$ cat config.mk
export PLATFORM = sky130hd
export DESIGN_NAME = iofd_top
export DESIGN_NICKNAME = d
export VERILOG_FILES = /design/src/rtl/iofd_pkg.sv /design/src/rtl/iofd_field_dec.sv /design/src/rtl/iofd_top.sv
export VERILOG_INCLUDE_DIRS = /design/src /design/src/rtl
export SDC_FILE = /design/constraint.sdc
export NUM_CORES = 1
export LEC_CHECK = 0
export BUFFER_PORTS_ARGS = -buffer_cell sky130_fd_sc_hd__buf_4
export CAP_MARGIN = 20
export CORE_MARGIN = 8
export CORE_UTILIZATION = 33
export CTS_BUF_LIST = sky130_fd_sc_hd__clkbuf_8
export CTS_CLUSTER_DIAMETER = 150
export CTS_CLUSTER_SIZE = 24
export DETAILED_ROUTE_END_ITERATION = 7
export PLACE_DENSITY = 0.61
export SLEW_MARGIN = 0
export SYNTH_ARGS = -nofsm -noshare
export SYNTH_HDL_FRONTEND = slang
export SYNTH_SLANG_ARGS = --single-unit
$ cat constraint.sdc
create_clock -name aclk -period 2.6 [get_ports aclk]
set_input_delay 0.65 -clock aclk [delete_from_list [all_inputs] [get_ports aclk]]
set_output_delay 0.65 -clock aclk [all_outputs]
set_load 0.03 [all_outputs]
$ cat src/rtl/iofd_consts.svh
// Purpose: shared constants of the integer opcode field decoder
// Assumes: included by the package, the field decoder and the top module; 32-bit AXI4-Lite data
// Notes: field codes, group codes, register offsets and reset values
`ifndef IOFD_CONSTS_SVH
`define IOFD_CONSTS_SVH

// ----------------------------------------------------------------
// Opcode word fields
// ----------------------------------------------------------------
`define IOFD_GRP_QUICK 4'h5
`define IOFD_GRP_BRANCH 4'h6
`define IOFD_GRP_QMOVE 4'h7
`define IOFD_GRP_OR 4'h8
`define IOFD_GRP_SUB 4'h9
`define IOFD_GRP_CMP 4'hb
`define IOFD_GRP_AND 4'hc
`define IOFD_SZ_BYTE 2'h0
`define IOFD_SZ_WORD 2'h1
`define IOFD_SZ_LONG 2'h2
`define IOFD_SZ_NONE 2'h3
`define IOFD_TRAP_WORD 3'h2
`define IOFD_TRAP_LONG 3'h3
`define IOFD_TRAP_NONE 3'h4
`define IOFD_QUICK_EIGHT 4'h8
`define IOFD_DISP_WORD 8'h00
`define IOFD_DISP_LONG 8'hff
`define IOFD_COND_TRUE 4'h0
`define IOFD_COND_SUBR 4'h1
`define IOFD_EA_AREG 3'h1
`define IOFD_EA_SPECIAL 3'h7
`define IOFD_DSUB_FORM 5'h10
`define IOFD_OPM_DIVU 3'h3
`define IOFD_OPM_DIVS 3'h7

// ----------------------------------------------------------------
// Register map and bus answers
// ----------------------------------------------------------------
`define IOFD_ADDR_W 8
`define IOFD_REG_CTRL 8'h00
`define IOFD_REG_STATUS 8'h04
`define IOFD_REG_OPWORD 8'h08
`define IOFD_REG_EXT 8'h0c
`define IOFD_REG_IMM 8'h10
`define IOFD_REG_COUNT 8'h14
`define IOFD_CTRL_RESET 32'h0000_0001
`define IOFD_CTRL_EN_BIT 0
`define IOFD_CTRL_CLR_BIT 1
`define IOFD_RESP_OKAY 2'h0
`define IOFD_RESP_SLVERR 2'h2

`endif

$ cat src/rtl/iofd_pkg.sv
// Purpose: types and shared decode function of the opcode field decoder
// Assumes: constants come from the header
// Notes: class codes are plain binary, states are one-hot
package iofd_pkg;
`include "iofd_consts.svh"

	typedef enum logic [4:0] {
		CL_OTHER = 5'h00, CL_SET_COND = 5'h01, CL_DEC_BRANCH = 5'h02, CL_COND_TRAP = 5'h03,
		CL_QUICK_SUB = 5'h04, CL_COND_BRANCH = 5'h05, CL_UNCOND_BRANCH = 5'h06,
		CL_SUBR_BRANCH = 5'h07, CL_QUICK_MOVE = 5'h08, CL_LOGIC_OR = 5'h09, CL_DIV_U = 5'h0a,
		CL_DIV_S = 5'h0b, CL_DEC_SUB = 5'h0c, CL_SUB = 5'h0d, CL_SUB_ADDR = 5'h0e,
		CL_EXT_SUB = 5'h0f, CL_CMP = 5'h10, CL_CMP_ADDR = 5'h11, CL_LOGIC_XOR = 5'h12,
		CL_MEM_CMP = 5'h13, CL_LOGIC_AND = 5'h14
	} iofd_class_t;

	typedef enum logic [3:0] {
		ST_IDLE = 4'b0001,
		ST_DEC = 4'b0010,
		ST_EXT = 4'b0100,
		ST_OUT = 4'b1000
	} iofd_state_t;

	// Two-bit size field; the fourth code is not a size
	function automatic logic [1:0] iofd_size(input logic [1:0] code);
		iofd_size = (code == `IOFD_SZ_NONE) ? `IOFD_SZ_NONE : code;
	endfunction
endpackage

$ cat src/rtl/iofd_field_dec.sv
// Purpose: classify one opcode word and register its fields
// Assumes: load is a one-cycle pulse on the same clock
// Notes: outputs hold until the next load
module iofd_field_dec
	import iofd_pkg::*;
(
	input wire logic aclk, // System clock
	input wire logic aresetn, // Synchronous reset, active low
	input wire logic load, // Capture op_word this edge
	input wire logic [15:0] op_word, // Opcode word
	output iofd_class_t cls_q, // Instruction class
	output logic [1:0] size_q, // Operand size code
	output logic [3:0] quick_q, // Quick subtract value 1..8
	output logic [1:0] ext_cnt_q, // Extension words to fetch
	output logic [31:0] imm_q, // Quick move value
	output logic [2:0] rx_q, // Register field 11:9
	output logic [2:0] ry_q, // Register field 2:0
	output logic regs_addr_q, // Both fields name address registers
	output logic predec_q, // Operands use predecrement addressing
	output logic mem_form_q, // Memory to memory form
	output logic [3:0] cond_q // Condition field
);
`include "iofd_consts.svh"
	iofd_class_t cls_d;
	logic [1:0] size_d, ext_cnt_d;
	logic [3:0] quick_d;
	logic [31:0] imm_d;
	logic regs_addr_d, predec_d, mem_form_d;

	always_comb begin
		cls_d = CL_OTHER;
		size_d = `IOFD_SZ_NONE;
		quick_d = 4'h0;
		ext_cnt_d = 2'h0;
		imm_d = 32'h0000_0000;
		regs_addr_d = 1'b0;
		predec_d = 1'b0;
		mem_form_d = 1'b0;
		case (op_word[15:12])
			`IOFD_GRP_QUICK: begin
				if (op_word[7:6] == 2'h3) begin
					if (op_word[5:3] == `IOFD_EA_AREG) begin
						cls_d = CL_DEC_BRANCH;
						ext_cnt_d = 2'h1;
					end else if (op_word[5:3] == `IOFD_EA_SPECIAL && op_word[2:0] == `IOFD_TRAP_WORD) begin
						cls_d = CL_COND_TRAP;
						ext_cnt_d = 2'h1;
						size_d = `IOFD_SZ_WORD;
					end else if (op_word[5:3] == `IOFD_EA_SPECIAL && op_word[2:0] == `IOFD_TRAP_LONG) begin
						cls_d = CL_COND_TRAP;
						ext_cnt_d = 2'h2;
						size_d = `IOFD_SZ_LONG;
					end else if (op_word[5:3] == `IOFD_EA_SPECIAL && op_word[2:0] == `IOFD_TRAP_NONE) begin
						cls_d = CL_COND_TRAP;
					end else begin
						cls_d = CL_SET_COND;
						size_d = `IOFD_SZ_BYTE;
					end
				end else if (op_word[8]) begin
					cls_d = CL_QUICK_SUB;
					size_d = iofd_size(op_word[7:6]);
					quick_d = (op_word[11:9] == 3'h0) ? `IOFD_QUICK_EIGHT : {1'b0, op_word[11:9]};
				end
			end
			`IOFD_GRP_BRANCH: begin
				if (op_word[11:8] == `IOFD_COND_TRUE)
					cls_d = CL_UNCOND_BRANCH;
				else if (op_word[11:8] == `IOFD_COND_SUBR)
					cls_d = CL_SUBR_BRANCH;
				else
					cls_d = CL_COND_BRANCH;
				if (op_word[7:0] == `IOFD_DISP_WORD)
					ext_cnt_d = 2'h1;
				else if (op_word[7:0] == `IOFD_DISP_LONG)
					ext_cnt_d = 2'h2;
			end
			`IOFD_GRP_QMOVE: begin
				if (!op_word[8]) begin
					cls_d = CL_QUICK_MOVE;
					size_d = `IOFD_SZ_LONG;
					imm_d = {{24{op_word[7]}}, op_word[7:0]};
				end
			end
			`IOFD_GRP_OR: begin
				if (op_word[8:6] == `IOFD_OPM_DIVU) begin
					cls_d = CL_DIV_U;
					size_d = `IOFD_SZ_WORD;
				end else if (op_word[8:6] == `IOFD_OPM_DIVS) begin
					cls_d = CL_DIV_S;
					size_d = `IOFD_SZ_WORD;
				end else if (op_word[8:4] == `IOFD_DSUB_FORM) begin
					cls_d = CL_DEC_SUB;
					size_d = `IOFD_SZ_BYTE;
					mem_form_d = op_word[3];
					regs_addr_d = op_word[3];
					predec_d = op_word[3];
				end else begin
					cls_d = CL_LOGIC_OR;
					size_d = iofd_size(op_word[7:6]);
				end
			end
			`IOFD_GRP_SUB: begin
				if (op_word[7:6] == 2'h3) begin
					cls_d = CL_SUB_ADDR;
					size_d = op_word[8] ? `IOFD_SZ_LONG : `IOFD_SZ_WORD;
				end else if (op_word[8] && op_word[5:4] == 2'h0) begin
					cls_d = CL_EXT_SUB;
					size_d = iofd_size(op_word[7:6]);
					mem_form_d = op_word[3];
					regs_addr_d = op_word[3];
					predec_d = op_word[3];
				end else begin
					cls_d = CL_SUB;
					size_d = iofd_size(op_word[7:6]);
				end
			end
			`IOFD_GRP_CMP: begin
				if (op_word[7:6] == 2'h3) begin
					cls_d = CL_CMP_ADDR;
					size_d = op_word[8] ? `IOFD_SZ_LONG : `IOFD_SZ_WORD;
				end else if (!op_word[8]) begin
					cls_d = CL_CMP;
					size_d = iofd_size(op_word[7:6]);
				end else if (op_word[5:3] == `IOFD_EA_AREG) begin
					cls_d = CL_MEM_CMP;
					size_d = iofd_size(op_word[7:6]);
					mem_form_d = 1'b1;
					regs_addr_d = 1'b1;
				end else begin
					cls_d = CL_LOGIC_XOR;
					size_d = iofd_size(op_word[7:6]);
				end
			end
			`IOFD_GRP_AND: begin
				// Opmodes 011/111 and bit 8 with mode 00x belong to other groups
				if (op_word[7:6] != 2'h3 && !(op_word[8] && op_word[5:4] == 2'h0)) begin
					cls_d = CL_LOGIC_AND;
					size_d = iofd_size(op_word[7:6]);
				end
			end
			default: begin
				cls_d = CL_OTHER;
			end
		endcase
	end

	always_ff @(posedge aclk) begin
		if (!aresetn) begin
			cls_q <= CL_OTHER;
			size_q <= `IOFD_SZ_NONE;
			quick_q <= 4'h0;
			ext_cnt_q <= 2'h0;
			imm_q <= 32'h0000_0000;
			rx_q <= 3'h0;
			ry_q <= 3'h0;
			regs_addr_q <= 1'b0;
			predec_q <= 1'b0;
			mem_form_q <= 1'b0;
			cond_q <= 4'h0;
		end else if (load) begin
			cls_q <= cls_d;
			size_q <= size_d;
			quick_q <= quick_d;
			ext_cnt_q <= ext_cnt_d;
			imm_q <= imm_d;
			rx_q <= op_word[11:9];
			ry_q <= op_word[2:0];
			regs_addr_q <= regs_addr_d;
			predec_q <= predec_d;
			mem_form_q <= mem_form_d;
			cond_q <= op_word[11:8];
		end
	end
endmodule

$ cat src/rtl/iofd_top.sv
// Purpose: opcode field decoder between prefetch queue and sequencer
// Assumes: prefetch and sequencer run on aclk; AXI4-Lite register access
// Notes: effective-address extension words are left to the sequencer
//
// Register access over AXI4-Lite and the register addresses are this design's own decisions.
module iofd_top
	import iofd_pkg::*;
(
	input wire logic aclk, // System clock, 250 MHz
	input wire logic aresetn, // Synchronous reset, active low
	input wire logic pf_valid, // Prefetch word available
	input wire logic [15:0] pf_word, // Prefetch word
	output logic pf_ready, // Decoder takes the word
	output logic dec_valid, // Decoded instruction available
	input wire logic dec_ready, // Sequencer takes it
	output iofd_class_t dec_class, // Instruction class
	output logic [15:0] dec_opword, // Opcode word
	output logic [1:0] dec_size, // Operand size code
	output logic [3:0] dec_quick, // Quick subtract value
	output logic [31:0] dec_imm, // Quick move value
	output logic [31:0] dec_ext, // Extension words, last in low half
	output logic [1:0] dec_ext_cnt, // Extension words held
	output logic [2:0] dec_rx, // Register field 11:9
	output logic [2:0] dec_ry, // Register field 2:0
	output logic dec_regs_addr, // Register fields name address registers
	output logic dec_predec, // Predecrement addressing
	output logic dec_mem_form, // Memory to memory form
	output logic [3:0] dec_cond, // Condition field
	input wire logic [7:0] s_axi_awaddr, // Write address
	input wire logic s_axi_awvalid, // Write address valid
	output logic s_axi_awready, // Write address ready
	input wire logic [31:0] s_axi_wdata, // Write data
	input wire logic [3:0] s_axi_wstrb, // Write byte strobes
	input wire logic s_axi_wvalid, // Write data valid
	output logic s_axi_wready, // Write data ready
	output logic [1:0] s_axi_bresp, // Write response
	output logic s_axi_bvalid, // Write response valid
	input wire logic s_axi_bready, // Write response ready
	input wire logic [7:0] s_axi_araddr, // Read address
	input wire logic s_axi_arvalid, // Read address valid
	output logic s_axi_arready, // Read address ready
	output logic [31:0] s_axi_rdata, // Read data
	output logic [1:0] s_axi_rresp, // Read response
	output logic s_axi_rvalid, // Read data valid
	input wire logic s_axi_rready // Read data ready
);
`include "iofd_consts.svh"

	// ----------------------------------------------------------------
	// Declarations
	// ----------------------------------------------------------------
	iofd_state_t state_q, state_d;
	logic [15:0] opword_q, opword_d;
	logic [31:0] ext_q, ext_d;
	logic [1:0] got_q, got_d;
	logic [31:0] count_q, count_d;
	logic [31:0] ctrl_q, ctrl_d;
	logic aw_held_q, aw_held_d, w_held_q, w_held_d;
	logic [7:0] awaddr_q, awaddr_d;
	logic [31:0] wdata_q, wdata_d;
	logic [3:0] wstrb_q, wstrb_d;
	logic bvalid_q, bvalid_d;
	logic [1:0] bresp_q, bresp_d;
	logic rvalid_q, rvalid_d;
	logic [1:0] rresp_q, rresp_d;
	logic [31:0] rdata_q, rdata_d;
	logic load;
	logic word_take;
	logic do_write;
	logic clr_count;
	logic [1:0] need_cnt;
	iofd_class_t cls;
	logic [1:0] size;
	logic [3:0] quick;
	logic [31:0] imm;
	logic [2:0] rx, ry;
	logic regs_addr, predec, mem_form;
	logic [3:0] cond;

	function automatic logic [31:0] strobe_merge(input logic [31:0] old, input logic [31:0] nw,
		input logic [3:0] strb);
		logic [31:0] res;
		res = old;
		for (int i = 0; i < 4; i++) begin
			if (strb[i])
				res[i*8 +: 8] = nw[i*8 +: 8];
		end
		strobe_merge = res;
	endfunction

	function automatic logic addr_known(input logic [7:0] a);
		addr_known = (a == `IOFD_REG_CTRL) || (a == `IOFD_REG_STATUS) || (a == `IOFD_REG_OPWORD) ||
			(a == `IOFD_REG_EXT) || (a == `IOFD_REG_IMM) || (a == `IOFD_REG_COUNT);
	endfunction

	// ----------------------------------------------------------------
	// Field decoder
	// ----------------------------------------------------------------
	iofd_field_dec u_dec (
		.aclk(aclk),
		.aresetn(aresetn),
		.load(load),
		.op_word(pf_word),
		.cls_q(cls),
		.size_q(size),
		.quick_q(quick),
		.ext_cnt_q(need_cnt),
		.imm_q(imm),
		.rx_q(rx),
		.ry_q(ry),
		.regs_addr_q(regs_addr),
		.predec_q(predec),
		.mem_form_q(mem_form),
		.cond_q(cond)
	);

	// ----------------------------------------------------------------
	// Fetch sequence
	// ----------------------------------------------------------------
	// Decoding stops between instructions only, so disabling never splits one
	assign pf_ready = ((state_q == ST_IDLE) && ctrl_q[`IOFD_CTRL_EN_BIT]) || (state_q == ST_EXT);
	assign word_take = pf_valid && pf_ready;
	assign load = word_take && (state_q == ST_IDLE);
	assign dec_valid = (state_q == ST_OUT);

	always_comb begin
		state_d = state_q;
		opword_d = opword_q;
		ext_d = ext_q;
		got_d = got_q;
		count_d = count_q;
		case (state_q)
			ST_IDLE: begin
				if (load) begin
					opword_d = pf_word;
					ext_d = 32'h0000_0000;
					got_d = 2'h0;
					state_d = ST_DEC;
				end
			end
			ST_DEC: begin
				state_d = (need_cnt == 2'h0) ? ST_OUT : ST_EXT;
			end
			ST_EXT: begin
				if (word_take) begin
					// Long operands arrive high word first
					ext_d = {ext_q[15:0], pf_word};
					got_d = got_q + 2'h1;
					if (got_q + 2'h1 == need_cnt)
						state_d = ST_OUT;
				end
			end
			ST_OUT: begin
				if (dec_ready) begin
					state_d = ST_IDLE;
					count_d = count_q + 32'h1;
				end
			end
			default: begin
				state_d = ST_IDLE;
			end
		endcase
		if (clr_count)
			count_d = 32'h0000_0000;
	end

	always_ff @(posedge aclk) begin
		if (!aresetn) begin
			state_q <= ST_IDLE;
			opword_q <= 16'h0000;
			ext_q <= 32'h0000_0000;
			got_q <= 2'h0;
			count_q <= 32'h0000_0000;
		end else begin
			state_q <= state_d;
			opword_q <= opword_d;
			ext_q <= ext_d;
			got_q <= got_d;
			count_q <= count_d;
		end
	end

	assign dec_class = cls;
	assign dec_opword = opword_q;
	assign dec_size = size;
	assign dec_quick = quick;
	assign dec_imm = imm;
	assign dec_ext = ext_q;
	assign dec_ext_cnt = got_q;
	assign dec_rx = rx;
	assign dec_ry = ry;
	assign dec_regs_addr = regs_addr;
	assign dec_predec = predec;
	assign dec_mem_form = mem_form;
	assign dec_cond = cond;

	// ----------------------------------------------------------------
	// AXI4-Lite write path
	// ----------------------------------------------------------------
	assign s_axi_awready = !aw_held_q && !bvalid_q;
	assign s_axi_wready = !w_held_q && !bvalid_q;
	assign do_write = aw_held_q && w_held_q;
	assign s_axi_bvalid = bvalid_q;
	assign s_axi_bresp = bresp_q;
	// Clear bit is a self-clearing command, not stored
	assign clr_count = do_write && (awaddr_q == `IOFD_REG_CTRL) && wstrb_q[0] && wdata_q[`IOFD_CTRL_CLR_BIT];

	always_comb begin
		aw_held_d = aw_held_q;
		w_held_d = w_held_q;
		awaddr_d = awaddr_q;
		wdata_d = wdata_q;
		wstrb_d = wstrb_q;
		bvalid_d = bvalid_q;
		bresp_d = bresp_q;
		ctrl_d = ctrl_q;
		if (s_axi_awvalid && s_axi_awready) begin
			aw_held_d = 1'b1;
			awaddr_d = s_axi_awaddr;
		end
		if (s_axi_wvalid && s_axi_wready) begin
			w_held_d = 1'b1;
			wdata_d = s_axi_wdata;
			wstrb_d = s_axi_wstrb;
		end
		if (do_write) begin
			aw_held_d = 1'b0;
			w_held_d = 1'b0;
			bvalid_d = 1'b1;
			bresp_d = addr_known(awaddr_q) ? `IOFD_RESP_OKAY : `IOFD_RESP_SLVERR;
			if (awaddr_q == `IOFD_REG_CTRL)
				ctrl_d = strobe_merge(ctrl_q, wdata_q, wstrb_q) & 32'h0000_0001;
		end
		if (bvalid_q && s_axi_bready)
			bvalid_d = 1'b0;
	end

	always_ff @(posedge aclk) begin
		if (!aresetn) begin
			aw_held_q <= 1'b0;
			w_held_q <= 1'b0;
			awaddr_q <= 8'h00;
			wdata_q <= 32'h0000_0000;
			wstrb_q <= 4'h0;
			bvalid_q <= 1'b0;
			bresp_q <= `IOFD_RESP_OKAY;
			ctrl_q <= `IOFD_CTRL_RESET;
		end else begin
			aw_held_q <= aw_held_d;
			w_held_q <= w_held_d;
			awaddr_q <= awaddr_d;
			wdata_q <= wdata_d;
			wstrb_q <= wstrb_d;
			bvalid_q <= bvalid_d;
			bresp_q <= bresp_d;
			ctrl_q <= ctrl_d;
		end
	end

	// ----------------------------------------------------------------
	// AXI4-Lite read path
	// ----------------------------------------------------------------
	assign s_axi_arready = !rvalid_q;
	assign s_axi_rvalid = rvalid_q;
	assign s_axi_rresp = rresp_q;
	assign s_axi_rdata = rdata_q;

	always_comb begin
		rvalid_d = rvalid_q;
		rresp_d = rresp_q;
		rdata_d = rdata_q;
		if (s_axi_arvalid && s_axi_arready) begin
			rvalid_d = 1'b1;
			rresp_d = `IOFD_RESP_OKAY;
			case (s_axi_araddr)
				`IOFD_REG_CTRL: rdata_d = ctrl_q;
				`IOFD_REG_STATUS: rdata_d = {14'h0000, cls, mem_form, predec, regs_addr, size,
					got_q, need_cnt, state_q};
				`IOFD_REG_OPWORD: rdata_d = {4'h0, cond, 1'b0, rx, 1'b0, ry, opword_q};
				`IOFD_REG_EXT: rdata_d = ext_q;
				`IOFD_REG_IMM: rdata_d = (cls == CL_QUICK_SUB) ? {28'h0000000, quick} : imm;
				`IOFD_REG_COUNT: rdata_d = count_q;
				default: begin
					rdata_d = 32'h0000_0000;
					rresp_d = `IOFD_RESP_SLVERR;
				end
			endcase
		end else if (rvalid_q && s_axi_rready) begin
			rvalid_d = 1'b0;
		end
	end

	always_ff @(posedge aclk) begin
		if (!aresetn) begin
			rvalid_q <= 1'b0;
			rresp_q <= `IOFD_RESP_OKAY;
			rdata_q <= 32'h0000_0000;
		end else begin
			rvalid_q <= rvalid_d;
			rresp_q <= rresp_d;
			rdata_q <= rdata_d;
		end
	end
endmodule

### Yosys cells after proc, flatten, opt, wreduce, memory -nomap -nowiden

Cells that the tools add are included.

| storage, ports and cells | value |
|---|---|
| memories kept | 0 |
| bits in read-only memories | 0 |
| latch bits | 0 |
| bits in registers | 195 |
| bits in writable memories | 0 |
| output and inout bits | 149 |
| word-level logic and storage cells | 192 |
| bits of input ports | 77 |

| cells by class | value |
|---|---|
| reduce and logical (&&, ||, !) cells | 49 |
| $add $sub $neg | 2 |
| eq/ne operators | 39 |
| multiply operators | 0 |
| mux-type cells | 75 |
| div/mod/pow operators | 0 |
| order comparisons | 0 |
| bitwise gates (word level) | 1 |
| shift operators | 0 |

Operator list:

| operator | count |
|---|---|
| 32-bit one-hot mux with 6 select lines | 1 |
| 32-bit two-way mux | 5 |
| 32-bit one-hot mux with 2 select lines | 1 |
| 5-bit two-way mux | 11 |
| 2-bit two-way mux | 26 |
| 4-bit two-way mux | 10 |
| 5-bit one-hot mux with 7 select lines | 1 |
| 32-bit by 1-bit adder with 32-bit output (second input constant) | 1 |
| 8-bit by 4-bit equality test with 1-bit output (second input constant) | 4 |
| 8-bit by 5-bit equality test with 1-bit output (second input constant) | 4 |
| 8-bit zero test | 3 |
| 4-bit equality test (second input constant) | 5 |
| 1-bit logical AND | 19 |
| 4-bit by 3-bit equality test with 1-bit output (second input constant) | 4 |
| 8-bit by 3-bit equality test with 1-bit output (second input constant) | 2 |
| 4-bit one-hot mux with 4 select lines | 1 |
| 1-bit two-way mux | 12 |
| 2-bit one-hot mux with 5 select lines | 1 |
| 3-bit by 2-bit equality test with 1-bit output (second input constant) | 3 |
| 3-bit equality test (second input constant) | 3 |
| 4-bit by 1-bit equality test with 1-bit output (second input constant) | 2 |
| 8-bit equality test (second input constant) | 1 |
| 2-bit one-hot mux with 2 select lines | 2 |
| 2-bit OR reduction | 4 |
| 23 further kinds | 40 |

### Longest topological paths before layout

| logic depth | value |
|---|---|
| depth in word-level cells | 8 |
| mapped depth | 9 |
| mapped depth without buffers | 6 |

### Hierarchy

From an unflattened synthesis, not the netlist that was laid out.

| second synthesis, totals | value |
|---|---|
| cell total of the unflattened synthesis | 992 |
| area total of the unflattened synthesis | 8,524.4 sq um |

By module, submodules not included:

| module | cells each | area each (sq um) | times used | seq. area each (sq um) |
|---|---|---|---|---|
| iofd_top | 761 | 6,605.1 | 1 | 2,722.6 |
| iofd_field_dec | 231 | 1,919.3 | 1 | 600.6 |

### Least setup slack after synthesis

OpenSTA, ideal clock, no wires.

| path | value |
|---|---|
| kind | in2reg |
| start | input s_axi_araddr[3] |
| end | register rdata_q[19] (netlist: s_axi_rdata[19]) |
| required time | 2,526 ps |
| slack | 248 ps |
| arrival | 2,278 ps |
| library setup time | 74 ps |
| buffers on the path | 3 |
| cell stages on the path | 7 |
| cells stage by stage | buf_2 -> or4b_2 -> buf_2 -> clkbuf_1 -> nor2_1 -> a22oi_1 -> o21ai_0 |

| on the way | value |
|---|---|
| word-level cells in the longest chain between the ends | 2 |
| elaborated cells between the ends (all ways) | 7 |
| those cells by class | eq/ne: 5; mux: 1; reduce/logical: 1 |

Ends and longest elaborated chain:

| item | RTL line | RTL |
|---|---|---|
| start: declaration | iofd_top.sv:39 | `input wire logic [7:0] s_axi_araddr,` |
| 8-bit by 5-bit equality test with 1-bit output (tied with other cells) | iofd_top.sv:275 | `case (s_axi_araddr)` |
| 32-bit one-hot mux with 6 select lines (*) | iofd_top.sv:275 |  |
| end signal: assignment | iofd_top.sv:301 | `rdata_q <= rdata_d;` |
| end: declaration | iofd_top.sv:66 | `logic [31:0] rdata_q, rdata_d;` |

Every way passes the cells marked *; elsewhere a longest branch is shown, timed or not.
A chain may end at the register's enable or synchronous reset.

### Worst setup path after layout

| path | value |
|---|---|
| start | register state_q[3] |
| end | output dec_valid |

| on the way | value |
|---|---|
| word-level cells in the longest chain between the ends | 1 |

Ends and longest elaborated chain:

| item | RTL line | RTL |
|---|---|---|
| start: declaration | iofd_top.sv:52 | `iofd_state_t state_q, state_d;` |
| start signal: assignment | iofd_top.sv:175 | `state_q <= state_d;` |
| 4-bit equality test | iofd_top.sv:124 | `assign dec_valid = (state_q == ST_OUT);` |
| end: declaration | iofd_top.sv:14 | `output logic dec_valid,` |

No other way between the ends.

==> flow_summary.ini <==
[sta]
worstMarginPinSlew_ns = 0.610
fin_worst_skew_ns = 0.00978
finalSetupTns_ns = 0
hold_viol = 0
finalMaxSlewViolations = 0
rsz0062_at_grt = no
min_period_ns = 2.38
worst_slack_ns = 0.219
setup-violations-final = 0
slew_headroom_pct = 59.3
fin_crit_sh_pct = 91.6
max_freq_ghz = 0.420

[cells_and_area]
regArea_um2 = 3180
multi_input_area_um2 = 3990
nets = 1161
area_growth_pct = 25.4
fill_cells = 2345
final_util_pct = 41.8
layout-drive-gt1-share_pct = 26.2
fin_area_um2 = 9760
antenna_cells = 0

[routing]
drc_errors = 0
via_per_inst = 5.31
antenna_left = 0
drtIter0Drc = 615
avgRoutedWirePerCell_um = 19.6
wl_um = 27700
first_pass_iters = 5
vias = 7507

[synthesis]
synth_adder_area_share_pct = 0.161
synth_compound_area_share_pct = 19.7
synthArstFlopShare_pct = 0
synth_edf_count = 0
synth_common_cells = dfxtp_1 (159), nor2_1 (106), nand2_1 (94)
synth.top_cell.area_share_pct = 40.9
synth_seq_cells = 159
synthCells = 940
yosysSeqAreaShare_pct = 40.9
netlist_area_um2 = 7780
synth_area_per_cell_um2 = 8.28
ys.warnings.count = 0
synth_top_family_by_area = simple AND/OR/NAND/NOR gates
muxShareOfSynthArea_pct = 4.53
synth-main-ff-cell = dfxtp_1
synthSimpleGateAreaFrac_pct = 22.9
ys_types = 65
synth_area_leaders = dfxtp_1 (41%), a22oi_1 (6.1%), nor2_1 (5.1%), a21oi_1 (4.8%), nand2_1 (4.5%)
synth_xor_area_share_pct = 3.71
synth_most_common_cell = dfxtp_1
synth_area_leader_cell = dfxtp_1

[place]
dp_hpwl_um = 20600
placed_area_um2 = 9370
dp_slack_ns = 0.181
gp_congestion = 0.872
io_buffers = 190

[setup_path]
crit_path_cell_trace = or4b_4 -> inv_1 -> buf_4
end_kind = output port
worstPathRequired_ns = 1.95
start_kind = register
r2r_slack_ns = 0.29
worstPathMaxFanout = 6
cpMaxStageDelayCell = or4b_4
cpLargestDelayFamily = simple AND/OR/NAND/NOR gates
crit_type = register to output port
crit_buf_inv = 2
cp_slowest_stage_delay_ns = 0.53
worstPathArrival_ns = 1.73

[grt]
overflow = 0
grt_max_degree = 61
grt_pass1_vias = 7115
grt_usage_pct = 18.9
grt_antenna_before_repair = 0
grt_pass1_wl_um = 42500

[clock_network]
cts_tree = built
ctsHtreeMaxLevel = 4
root_buffer = clkbuf_8
path_clk_slew_ns = 0.09
holdBufCountCts = 0
clock_sinks = 159
cts_resized = 0
clock_path_buffers = 2
cts_buffers = 17
post_cts_buffers = 0
insertion_delay_ns = 0.46

[die]
initial_core_util_pct = 33.4
die_w_um = 170
num_rows = 56
die_area_um2 = 28800
core_um2 = 23300
dieHeight_um = 170
ioPinCount = 226

[pwr]
peakVddDrop_mv = 0.290
power_density_nw_per_um2 = 523
p_total_uw = 5110
power_leakage_uw = 0.00375

[status]
status = finished clean

[run]
maxCapViolations = 0

[hold_path]
worst_hold_path_type = primary input to register
## where the power goes
part	switching, uW	total (uW)	internal (uW)
Combinational	462	707	245
Sequential	56.4	2550	2490
Clock	989	1860	866
Total	1510	5110	3600
## final timing paths
path,startpoint,endpoint,cells after the start
max reg2reg,state_q[3],count_q[25],5
min,s_axi_rready,s_axi_rvalid,2
min reg2reg,awaddr_q[6],awaddr_q[6],2
max,state_q[3],dec_valid,3
## registers in the layout (all words and copies together) (netlist names), 2 cells and up
register         cells
count_q             32
dec_ext             32
s_axi_rdata         32
dec_opword           9
awaddr_q             8
u_dec.imm_q          8
u_dec.cls_q          5
state_q              4
u_dec.cond_q         4
u_dec.quick_q        4
u_dec.ry_q           3
dec_ext_cnt          2
u_dec.ext_cnt_q      2
u_dec.size_q         2
wdata_q              2
## cell type report
cell class	count	area share, %
Clock buffer	17	2.40
Timing Repair Buffer	229	17.7
Clock inverter	15	1.61
Tap cell	319	4.09
Inverter	17	0.654
Sequential cell	159	32.6
Multi-Input combinational cell	659	40.9
## kinds of logic after synthesis
group | count (synthesis)
flip-flops | 159
multiplexers | 35
XOR/XNOR | 33
AO/OA/AOI/OAI | 235
buffers and inverters | 123
AND/OR/NAND/NOR | 353
adder cells (fa/ha/maj) | 1
other | 1
## layer usage
| layer | share of wire (%) | up-vias | GRT usage (%) |
|---|---|---|---|
| met2 | 44 | 318 | 28.0 |
| met1 | 47 | 3559 | 26.3 |
| met3 | 8.0 | 32 | 4.72 |
| met4 | 1.7 | 0 | 5.81 |
| met5 | 0 | - | 0 |
| li1 | - | 3598 | - |
## worst register-to-register path, delay by kind of cell (launching register included)
kind	cells	cell delay, ns
XOR/XNOR	1	0.17
flip-flops	1	0.42
AND/OR/NAND/NOR	4	1.61
## per-stage QoR
stage                     hold slack [ns]  std cells
after global routing                0.338       1415
final                               0.355       1415
after floorplan                     0.431        941
after global placement              0.442       1383
after detailed placement            0.444       1383
after CTS                           0.337       1415
## cells in the final DEF, fill, tap and decap left out, types with 10 or more instances in the layout
cell,synthesis,routed
a211oi_1,11,11
a21oi_1,75,75
a221o_1,10,10
a22oi_1,63,63
buf_4,37,228
clkbuf_8,0,17
dfxtp_1,159,159
inv_1,16,17
mux2i_1,33,33
nand2_1,94,94
nand3_1,25,25
nand4_1,13,13
nor2_1,106,106
nor2b_1,20,20
nor3_1,20,18
o21ai_0,32,32
o22ai_1,10,10
xnor2_1,25,25
No activity file was read; power rests on OpenSTA's default activity.
